--- src/rtl/cic_params.svh ---
/*
 Constants of the core interrupt controller: register offsets, bit positions,
 reset values and phase timing. Assumes inclusion by bare name.
*/
`ifndef CIC_PARAMS_SVH
`define CIC_PARAMS_SVH
`define CIC_ADDR_W        4
`define CIC_OFS_CONTROL   4'h0
`define CIC_OFS_OPTION    4'h1
`define CIC_OFS_PEN1      4'h2
`define CIC_OFS_PEN2      4'h3
`define CIC_OFS_SH_W      4'h4
`define CIC_OFS_SH_STATUS 4'h5
`define CIC_OFS_SH_BSR    4'h6
`define CIC_OFS_SH_FSR0L  4'h7
`define CIC_OFS_SH_FSR0H  4'h8
`define CIC_OFS_SH_FSR1L  4'h9
`define CIC_OFS_SH_FSR1H  4'hA
`define CIC_OFS_SH_PC_HIGH_LATCH 4'hB
`define CIC_OFS_STATE     4'hC
`define CIC_BIT_GIE       7
`define CIC_BIT_PERIPHERAL_IRQ_ENABLE      6
`define CIC_BIT_T0IE      5
`define CIC_BIT_EXTIE     4
`define CIC_BIT_PCIE      3
`define CIC_BIT_T0IF      2
`define CIC_BIT_EXTIF     1
`define CIC_BIT_PCIF      0
`define CIC_BIT_EDGE      0
`define CIC_CTRL_RESET    8'h00
`define CIC_CTRL_WMASK    8'hFE
`define CIC_STATUS_KEEP   8'h18
`define CIC_VECTOR        15'h0004
`define CIC_Q_PHASES      2'h3
`endif

--- src/rtl/cic_pkg.sv ---
/*
 Types of the core interrupt controller. Assumes cic_params.svh alongside.
*/
package cic_pkg;
  typedef enum logic [1:0]
  {
    CIC_RUN   = 2'h0,
    CIC_ENTRY = 2'h1,
    CIC_SLEEP = 2'h2,
    CIC_WAKE  = 2'h3
  } cic_state_t;
  typedef struct packed
  {
    logic [7:0] w;
    logic [7:0] status;
    logic [7:0] bank_select_reg;
    logic [7:0] fsr0l;
    logic [7:0] fsr0h;
    logic [7:0] fsr1l;
    logic [7:0] fsr1h;
    logic [7:0] pc_high_latch;
  } cic_ctx_t;
endpackage : cic_pkg

--- src/rtl/cic_shadow_if.sv ---
/*
 Interface between the controller and its shadow bank. Assumes one clock.
*/
`timescale 1ns/10ps
interface cic_shadow_if;
  import cic_pkg::*;
  logic       save;
  logic       sw_we;
  logic [2:0] sw_idx;
  logic [7:0] sw_data;
  cic_ctx_t   live;
  cic_ctx_t   saved;
  modport ctrl (output save, output sw_we, output sw_idx, output sw_data,
                output live, input saved);
  modport bank (input save, input sw_we, input sw_idx, input sw_data,
                input live, output saved);
endinterface : cic_shadow_if

--- src/rtl/cic_shadow.sv ---
/*
 Shadow context bank: captured on interrupt entry, writable by software.
 Assumes the save pulse and software writes never coincide for one byte.
*/
`timescale 1ns/10ps
`include "cic_params.svh"
module cic_shadow
  import cic_pkg::*;
(
  input  wire logic   clock_i,
  input  wire logic   rst_n_i,
  cic_shadow_if.bank  sh
);
  typedef struct packed
  {
    logic [7:0][7:0] bytes_reg;
  } cic_sh_state_t;
  cic_sh_state_t st_reg;
  cic_sh_state_t st_next;
  logic [7:0][7:0] live_b;
  assign live_b = sh.live;

  always_comb
  begin
    st_next = st_reg;
    for (int i = 0; i < 8; i++)
    begin
      if (sh.save)
        st_next.bytes_reg[i] = live_b[i];
      else if (sh.sw_we && sh.sw_idx == 3'(7 - i))
        st_next.bytes_reg[i] = sh.sw_data;
    end
  end

  always_ff @(posedge clock_i or negedge rst_n_i)
  begin
    if (!rst_n_i)
      st_reg <= '0;
    else
      st_reg <= st_next;
  end

  assign sh.saved = st_reg.bytes_reg;
endmodule : cic_shadow

--- src/rtl/cic_core_irq.sv ---
/*
 Core interrupt controller: control register, flags, enables, entry and
 return sequencing, sleep wake and shadow context. Assumes a sequencer that
 issues q1_i once per instruction cycle and acts on the vector request.
*/
// Implementation choices: the address-and-strobe port and the address map.
`timescale 1ns/10ps
`include "cic_params.svh"
module cic_core_irq
  import cic_pkg::*;
#(
  parameter int PERIPH_W = 8
)
(
  input  wire logic                    clock_i,
  input  wire logic                    rst_n_i,
  input  wire logic [`CIC_ADDR_W-1:0]  addr_i,
  input  wire logic [7:0]              wdata_i,
  input  wire logic                    wr_i,
  input  wire logic                    rd_i,
  output logic      [7:0]              rdata_o,
  input  wire logic                    q1_i,
  input  wire logic                    q4_i,
  input  wire logic                    ext_pin_i,
  input  wire logic                    timer0_ovf_i,
  input  wire logic [7:0]              port_change_flags_i,
  input  wire logic [PERIPH_W-1:0]     periph_flags_1_i,
  input  wire logic [PERIPH_W-1:0]     periph_flags_2_i,
  input  wire logic                    sleep_i,
  input  wire logic                    return_from_irq_i,
  input  wire logic [14:0]             pc_i,
  input  cic_ctx_t                     live_ctx_i,
  output logic                         irq_request_o,
  output logic                         vector_o,
  output logic      [14:0]             vector_pc_o,
  output logic                         flush_o,
  output logic                         push_pc_o,
  output logic      [14:0]             push_data_o,
  output logic                         pop_pc_o,
  output logic                         restore_o,
  output cic_ctx_t                     restore_ctx_o,
  output logic                         wake_o
);
  typedef struct packed
  {
    logic [7:0]          ctrl;
    logic                edge_sel;
    logic [PERIPH_W-1:0] pen1;
    logic [PERIPH_W-1:0] pen2;
    logic                pin_d;
    logic                ext_hold;
    logic                pending;
    cic_state_t          state;
    logic                vector;
    logic                push;
    logic [14:0]         push_data;
    logic                pop;
    logic                restore;
    logic                wake;
    logic [7:0]          rdata;
  } cic_core_state_t;

  cic_core_state_t st_reg;
  cic_core_state_t st_next;
  cic_shadow_if    sh ();
  logic            global_irq_enable;
  logic            core_req;
  logic            periph_req;
  logic            req;
  logic            pin_edge;
  logic            pc_flag;
  logic [7:0]      sh_rd;

  cic_shadow u_shadow
  (
    .clock_i (clock_i),
    .rst_n_i (rst_n_i),
    .sh      (sh)
  );

  assign global_irq_enable     = st_reg.ctrl[`CIC_BIT_GIE];
  assign pc_flag = |port_change_flags_i;
  assign pin_edge = st_reg.edge_sel ? (ext_pin_i & ~st_reg.pin_d)
                                    : (~ext_pin_i & st_reg.pin_d);
  assign core_req =
      (st_reg.ctrl[`CIC_BIT_T0IE]  & st_reg.ctrl[`CIC_BIT_T0IF])
    | (st_reg.ctrl[`CIC_BIT_EXTIE] & st_reg.ctrl[`CIC_BIT_EXTIF])
    | (st_reg.ctrl[`CIC_BIT_PCIE]  & pc_flag);
  assign periph_req = st_reg.ctrl[`CIC_BIT_PERIPHERAL_IRQ_ENABLE]
    & (|(periph_flags_1_i & st_reg.pen1) | |(periph_flags_2_i & st_reg.pen2));
  assign req = core_req | periph_req;

  // Shadow writes land by index; status keeps its live expiry/powerdown bits
  assign sh.save    = st_reg.state == CIC_RUN && st_reg.pending && q1_i;
  assign sh.sw_we   = wr_i && addr_i >= `CIC_OFS_SH_W && addr_i <= `CIC_OFS_SH_PC_HIGH_LATCH;
  assign sh.sw_idx  = 3'(addr_i - `CIC_OFS_SH_W);
  assign sh.sw_data = wdata_i;
  assign sh.live    = live_ctx_i;

  always_comb
  begin
    sh_rd = 8'h00;
    case (addr_i)
      `CIC_OFS_SH_W:      sh_rd = sh.saved.w;
      `CIC_OFS_SH_STATUS: sh_rd = sh.saved.status;
      `CIC_OFS_SH_BSR:    sh_rd = sh.saved.bank_select_reg;
      `CIC_OFS_SH_FSR0L:  sh_rd = sh.saved.fsr0l;
      `CIC_OFS_SH_FSR0H:  sh_rd = sh.saved.fsr0h;
      `CIC_OFS_SH_FSR1L:  sh_rd = sh.saved.fsr1l;
      `CIC_OFS_SH_FSR1H:  sh_rd = sh.saved.fsr1h;
      `CIC_OFS_SH_PC_HIGH_LATCH: sh_rd = sh.saved.pc_high_latch;
      default:            sh_rd = 8'h00;
    endcase
  end

  always_comb
  begin
    st_next         = st_reg;
    st_next.vector  = 1'b0;
    st_next.push    = 1'b0;
    st_next.pop     = 1'b0;
    st_next.restore = 1'b0;
    st_next.wake    = 1'b0;
    st_next.pin_d   = ext_pin_i;
    // Software writes first so a same-cycle event below wins over a clear
    if (wr_i)
    begin
      case (addr_i)
        `CIC_OFS_CONTROL:
          st_next.ctrl = (wdata_i & `CIC_CTRL_WMASK)
                       | (st_reg.ctrl & ~`CIC_CTRL_WMASK);
        `CIC_OFS_OPTION: st_next.edge_sel = wdata_i[`CIC_BIT_EDGE];
        `CIC_OFS_PEN1:   st_next.pen1 = wdata_i[PERIPH_W-1:0];
        `CIC_OFS_PEN2:   st_next.pen2 = wdata_i[PERIPH_W-1:0];
        default:         st_next.ctrl = st_next.ctrl;
      endcase
    end
    if (timer0_ovf_i)
      st_next.ctrl[`CIC_BIT_T0IF] = 1'b1;
    // Edge held until the next Q4/Q1 window so a mid-cycle edge is not lost
    st_next.ext_hold = (st_reg.ext_hold | pin_edge) & ~(q4_i | q1_i);
    if ((pin_edge || st_reg.ext_hold) && (q4_i || q1_i))
      st_next.ctrl[`CIC_BIT_EXTIF] = 1'b1;
    st_next.ctrl[`CIC_BIT_PCIF] = pc_flag;
    // Request sampled once per instruction cycle so latency is cycle-aligned
    if (q1_i)
      st_next.pending = req && global_irq_enable;
    st_next.rdata = 8'h00;
    if (rd_i)
    begin
      case (addr_i)
        `CIC_OFS_CONTROL: st_next.rdata = {st_reg.ctrl[7:1], pc_flag};
        `CIC_OFS_OPTION:  st_next.rdata = {7'h00, st_reg.edge_sel};
        `CIC_OFS_PEN1:    st_next.rdata = 8'(st_reg.pen1);
        `CIC_OFS_PEN2:    st_next.rdata = 8'(st_reg.pen2);
        `CIC_OFS_STATE:   st_next.rdata = {5'h00, st_reg.pending, st_reg.state};
        default:          st_next.rdata = sh_rd;
      endcase
    end
    case (st_reg.state)
      CIC_RUN:
      begin
        if (return_from_irq_i)
        begin
          st_next.pop     = 1'b1;
          st_next.restore = 1'b1;
          st_next.ctrl[`CIC_BIT_GIE] = 1'b1;
        end
        else if (st_reg.pending && q1_i)
        begin
          st_next.vector    = 1'b1;
          st_next.push      = 1'b1;
          st_next.push_data = pc_i;
          st_next.pending   = 1'b0;
          st_next.ctrl[`CIC_BIT_GIE] = 1'b0;
          st_next.state     = CIC_ENTRY;
        end
        else if (sleep_i)
          st_next.state = CIC_SLEEP;
      end
      CIC_ENTRY:
        st_next.state = CIC_RUN;
      CIC_SLEEP:
      begin
        if (req)
        begin
          st_next.wake  = 1'b1;
          st_next.state = CIC_WAKE;
        end
      end
      CIC_WAKE:
      begin
        // One instruction after sleep runs before any vectoring
        if (q1_i)
          st_next.state = CIC_RUN;
      end
      default:
        st_next.state = CIC_RUN;
    endcase
    if (st_reg.state != CIC_RUN)
      st_next.pending = 1'b0;
  end

  always_ff @(posedge clock_i or negedge rst_n_i)
  begin
    if (!rst_n_i)
    begin
      st_reg       <= '0;
      st_reg.ctrl  <= `CIC_CTRL_RESET;
      st_reg.state <= CIC_RUN;
    end
    else
      st_reg <= st_next;
  end

  always_comb
  begin
    restore_ctx_o        = sh.saved;
    restore_ctx_o.status = (sh.saved.status & ~`CIC_STATUS_KEEP)
                         | (live_ctx_i.status & `CIC_STATUS_KEEP);
  end

  assign rdata_o       = st_reg.rdata;
  assign irq_request_o = req && global_irq_enable;
  assign vector_o      = st_reg.vector;
  assign vector_pc_o   = `CIC_VECTOR;
  assign flush_o       = st_reg.vector;
  assign push_pc_o     = st_reg.push;
  assign push_data_o   = st_reg.push_data;
  assign pop_pc_o      = st_reg.pop;
  assign restore_o     = st_reg.restore;
  assign wake_o        = st_reg.wake;
endmodule : cic_core_irq

--- config.mk ---
export PLATFORM = sky130hd
export DESIGN_NAME = cic_core_irq
export DESIGN_NICKNAME = d
export VERILOG_FILES = /design/src/rtl/cic_pkg.sv /design/src/rtl/cic_shadow_if.sv /design/src/rtl/cic_shadow.sv /design/src/rtl/cic_core_irq.sv
export VERILOG_INCLUDE_DIRS = /design/src /design/src/rtl
export SDC_FILE = /design/constraint.sdc
export NUM_CORES = 1
export LEC_CHECK = 0
export ABC_CLOCK_PERIOD_IN_PS = 2350
export BUFFER_PORTS_ARGS = -buffer_cell sky130_fd_sc_hd__buf_2
export CAP_MARGIN = 20
export CORE_MARGIN = 2
export CORE_UTILIZATION = 30
export DETAILED_ROUTE_END_ITERATION = 16
export PLACE_DENSITY = 0.53
export SYNTH_ARGS = -nofsm -noshare
export SYNTH_HDL_FRONTEND = slang
export SYNTH_SLANG_ARGS = --single-unit
--- constraint.sdc ---
create_clock -name clock_i -period 2.35 [get_ports clock_i]
set_clock_uncertainty 0.1 [all_clocks]
set_input_delay 0.1175 -clock clock_i [delete_from_list [all_inputs] [get_ports clock_i]]
set_output_delay 0.1175 -clock clock_i [all_outputs]
set_load 0.05 [all_outputs]
### Word-level counts from Yosys, hierarchy flattened

Cells that the tools add are included.

* register bits: 122
* latch bits: 0
* bits in writable memories: 0
* ROM bits: 0
* bits of input ports: 125
* output and inout port bits: 109
* word-level logic and storage cells: 165
* memories: 0

* add/sub/neg operators: 1
* multiply operators: 0
* divide/modulo/power cells: 0
* $lt $le $gt $ge: 2
* eq/ne operators: 26
* shift-type cells: 0
* mux-type cells: 45
* bitwise operators: 21
* reduce and logical (&&, ||, !) cells: 44

Operators with widths (number)
* 8-bit 2-to-1 mux: 20
* 8-bit case mux with 8 select lines: 1
* 8-bit case mux with 5 select lines: 1
* 2-bit nonzero test: 13
* 25-bit 2-to-1 mux: 1
* 8-bit OR reduction: 3
* 4-bit == test, second input constant: 5
* 20-bit 2-to-1 mux: 1
* 19-bit 2-to-1 mux: 1
* 17-bit 2-to-1 mux: 1
* 8-bit AND: 2
* 4-bit by 3-bit == test with 1-bit output, second input constant: 4
* 1-bit logical AND: 15
* 1-bit 2-to-1 mux: 13
* 3-bit == test, second input constant: 4
* 2-bit AND reduction: 6
* 2-bit 2-to-1 mux: 5
* 4-bit by 2-bit == test with 1-bit output, second input constant: 2
* 8-bit by 1-bit OR with 8-bit output: 1
* 8-bit by 5-bit OR with 8-bit output: 1
* 2-bit case mux with 4 select lines: 1
* 1-bit AND: 7
* 3-bit by 2-bit == test with 1-bit output, second input constant: 2
* 2-bit != test, second input constant: 3
* other kinds (16): 26

### Logic depth before layout (Yosys ltp)

* depth in word-level cells: 11
* mapped depth: 9
* mapped depth without buffers: 7

### Cells and area by module

A second synthesis with hierarchy kept.

* cell total of the unflattened synthesis: 632
* area, all modules: 6585.1 µm²

By module, submodules not included
* cic_core_irq: instances 1, cells an instance 338, area each 3499.6 µm², seq. area each 1376.3 µm²
* cic_shadow: instances 1, cells an instance 294, area each 3085.5 µm², seq. area each 1601.5 µm²

### Worst setup path after synthesis

Ideal clock, no wire load.

* kind: register -> register
* from: register st_reg[28] (netlist bit)
* to: register st_reg (netlist bit push_data_o[10])
* library setup time: 0.125 ns
* arrival time: 1.522 ns
* required time: 2.125 ns
* setup slack: 0.603 ns
* stages on the path, launching flop included: 8
* path buffers: 3
* clock period less this slack: 1.747 ns
* cells stage by stage: dfrtp_1 -> nor2_2 -> and3_4 -> buf_6 -> nor2b_4 -> buf_6 -> buf_12 -> mux2_4

* cells in the longest elaborated chain, start to end: 2

RTL lines
* start: declaration: line cic_core_irq.sv:63 `cic_core_state_t st_reg;`
* start signal: assignment: line cic_core_irq.sv:213 `st_reg <= st_next;`
* 2-bit zero test: line cic_core_irq.sv:160 `case (st_reg.state)`
* 3-bit AND reduction (no line)

Every way passes these cells.
A chain may end at the register's enable or synchronous reset.

### Worst setup path in the final report

* from: register st_reg[40] (netlist bit)
* to: output port irq_request_o

* cells in the longest elaborated chain, start to end: 6

RTL lines
* 8-bit AND: line cic_core_irq.sv:90 `& (|(periph_flags_1_i & st_reg.pen1) | |(periph_flags_2_i & st_reg.pen2));`
* 8-bit OR reduction: line cic_core_irq.sv:90
* 1-bit OR: line cic_core_irq.sv:90
* 1-bit AND: line cic_core_irq.sv:89 `` assign periph_req = st_reg.ctrl[`CIC_BIT_PERIPHERAL_IRQ_ENABLE] ``
* 1-bit OR: line cic_core_irq.sv:91 `assign req = core_req | periph_req;`
* 1-bit logical AND: line cic_core_irq.sv:224 `assign irq_request_o = req && global_irq_enable;`
* end: declaration: line cic_core_irq.sv:33 `output logic irq_request_o,`

Every way passes these cells.

==> results by group <==
Cells and area
  • Design area: between 9000 and 10000 um2
  • Layout Cells excl Fill: 1177
  • Diode count: 0
  • Nets: ~1000
  • Share of layout cells above drive strength 1: between 30% and 40%
  • Layout area overhead: 31.6%
  • Largest register FFs: 64
  • Post-layout util: between 40% and 50%

STA
  • Slew HR: 45.1%
  • Setup TNS: 0 ns
  • Pins Over Slew Limit: 0
  • Final hold violation count: 0
  • RSZ-0062 raised after global routing: no
  • Setup WS post-layout: about 0.15 ns
  • Tmin final: between 2 and 2.5 ns
  • Period utilization: 93.5%
  • Setup violations, final: 0
  • Slew @ Worst Pin: roughly 0.8 ns
  • Achievable Freq: 0.455 GHz

Outcome
  • Status: completed

Power and ir drop
  • Max VDD drop: 784 uV
  • Leak: 4.60 nW
  • PwrDens: about 1200 nW/um2

Synth
  • Synthesis-stage register bit count: between 100 and 150
  • Ranking of synthesized cells by area: dfrtp_1 43%, buf_4 12%, mux2i_1 8.8%
  • Syn Std Cell Area: 6930 um2
  • Post-synth cell types: 55
  • Most frequent cell after synthesis: dfrtp_1
  • EDFF count, synth: 0
  • Synth area leader: dfrtp_1
  • Syn Area/Cell: 10.4 um2
  • Register area share after synthesis: between 40% and 50%
  • Mapped Cells: 668
  • Most common flop cell mapped by yosys: dfrtp_1
  • Ys async rst share: 100%
  • Yosys synthesis warning count: 0
  • Share of the synthesized area in the top cell type: a little over two fifths
  • Synth top cells by count: 119 x dfrtp_1, 109 x buf_4, 80 x nand2_1, 61 x mux2i_1, 38 x o21ai_1

Die
  • Placement Rows: 55
  • Initial cell density of the core: a little under a third
  • Core area: 22600 um2
  • # IOs: 234
  • Chip Width: roughly 160 um
  • Die ar.: between 20000 and 25000 um2
  • Die Y: 156 um

Clocking
  • Skew-Pair Late Insertion Delay: about 0.42 ns
  • Clk slew on worst S/H paths: about 0.06 ns
  • Bufs on Longest Clock Path: 2
  • Clock root buffer: clkbuf_16
  • CTS tree: built
  • CTS Sinks: between 100 and 150
  • CTS buffer count: 17
  • Setup bufs post-CTS: 0
  • Htree depth: 4

Placement
  • IO Port Bufs: 218
  • Worst slack, placed: between 0.3 and 0.4 ns
  • DP HPWL: 16.8 mm
  • Placed cell count: about 1100
  • Gp weighted congestion: 0.793
  • DP Area: 7590 um2

Global route
  • Vias in the first global route: roughly 5600
  • GRT Resource Usage Total: a little under a fifth
  • Largest net degree at the start of global routing: 73
  • Initial antenna violation count: 0
  • First-pass GRT wire length: between 30 and 40 mm
  • Total global routing overflow: 0

Critical path
  • Crit path DAT: just under 2 ns
  • Worst path max stage delay: approximately 0.42 ns
  • Top delay family on crit path: compound AO/OA/AOI/OAI gates
  • WS Path Type: register to primary output
  • CP Data Required Time: 2.13 ns
  • CP max stage cell: dfrtp_1
  • CP Launch Type: register
  • Worst Setup SP: st_reg[40]
  • Buf/Inv on CP: 2
  • Critical Path End Type: primary output
  • R2R Path Start: st_reg[29]
  • CP cell instances: a22o_1, a221oi_1, nand4_1, a21boi_2, buf_4, nor2b_1, clkbuf_4
  • CP max FO: 4

Route
  • Iter 0 DRT Violations: just under 300
  • Drt wl/cell: about 20 um
  • Via count: 5707
  • ANT nets after route: 0
  • Number of detailed-route iterations in the first pass: 5
  • DRC Markers: 0
  • Via-to-Cell Ratio: 4.85
  • WL final: 23.2 mm

Job
  • MaxCap Viol Count: 0

Hold path
  • Worst Min Path Start: wdata_i[7]
  • Worst hold path class: input pin to register
## path summary, 6_finish.rpt
kind / slack [ns] / depth (start not counted) / end
max: 0.15 / 7 / irq_request_o
min: 0.03 / 3 / u_shadow.sh.saved[63]
max reg2reg: 0.32 / 5 / push_data_o[4]
min reg2reg: 0.40 / 1 / push_data_o[2]
max in group asynchronous: 1.29 / 3 / u_shadow.sh.saved[43]
min in group asynchronous: 0.17 / 2 / push_data_o[9]
## final cells by class
cell class | instances | area [um2]
clock buffer | 18 | 439
clock inverter | 13 | 195
fill | 2253 | 13500
inverter | 6 | 22.5
multi-input combinational | 411 | 2970
sequential | 119 | 2980
tap | 285 | 357
timing repair buffer | 325 | 2160
## power by group
| group | total, W | internal, W | switching (W) |
|---|---|---|---|
| registers | 0.00356 | 0.00281 | 0.000750 |
| logic | 0.00497 | 0.00144 | 0.00353 |
| clock network | 0.00283 | 0.00181 | 0.00101 |
| total | 0.0113 | 0.00606 | 0.00529 |
## worst reg2reg max path, stage by stage (launching register included)
cell     delay, ns
dfrtp_1       0.42
nor2_2        0.19
and3_4        0.36
nor2b_4       0.19
buf_4         0.28
mux2_2        0.38
## metrics by stage
step / hold WS [ns] / power (W)
3_5_place_dp: 0.0811 / 0.00843
3_3_place_gp: 0.0852 / 0.00840
6_report: 0.0344 / 0.0113
4_1_cts: 0.0124 / 0.0114
5_1_grt: 0.0466 / 0.0119
2_1_floorplan: -0.278 / 0.00784
## kinds of logic after synthesis
logic type                 after synthesis  share of synthesized area [%]
AOI/OAI and AO/OA                      150                           13.1
buffers and inverters                  151                           15.0
adders and majority gates                6                           1.08
muxes                                  108                           18.0
and+or+nand+nor                        132                           9.71
DFF                                    119                           43.0
other                                    2                          0.108
## metal layers
| layer | vias up | global-route usage [%] | wire [um] |
|---|---|---|---|
| met5 | - | 0 | 0 |
| met4 | 0 | 5.07 | 298 |
| met3 | 20 | 4.31 | 1430 |
| met2 | 229 | 30.1 | 10800 |
| met1 | 2797 | 26.6 | 10700 |
| li1 | 2661 | - | - |
## layout by cell type (no fill, tap or decap), types with 5 or more instances in the layout
master         instances
a21oi_1               27
a221oi_1               7
a22o_1                 7
a22oi_1                6
buf_2                216
buf_4                 17
clkbuf_16             17
clkinv_4               5
conb_1                15
dfrtp_1              119
dlygate4sd3_1         88
ha_1                   6
inv_1                  5
mux2_2                32
mux2_4                 8
mux2i_1               61
mux4_2                 7
nand2_1               80
nand3_1                5
nor2_1                 7
nor2b_1               14
o21ai_0               37
o21ai_1               38
## what timing repair did
item / in CTS / in global routing
resized for setup: 2 / 2
setup endpoints to repair: 1 / 1
hold buffers: 88 / 0
hold endpoints to repair: 134 / 0
pin swaps: 0 / 2
Power figures use the tool's default switching activity.
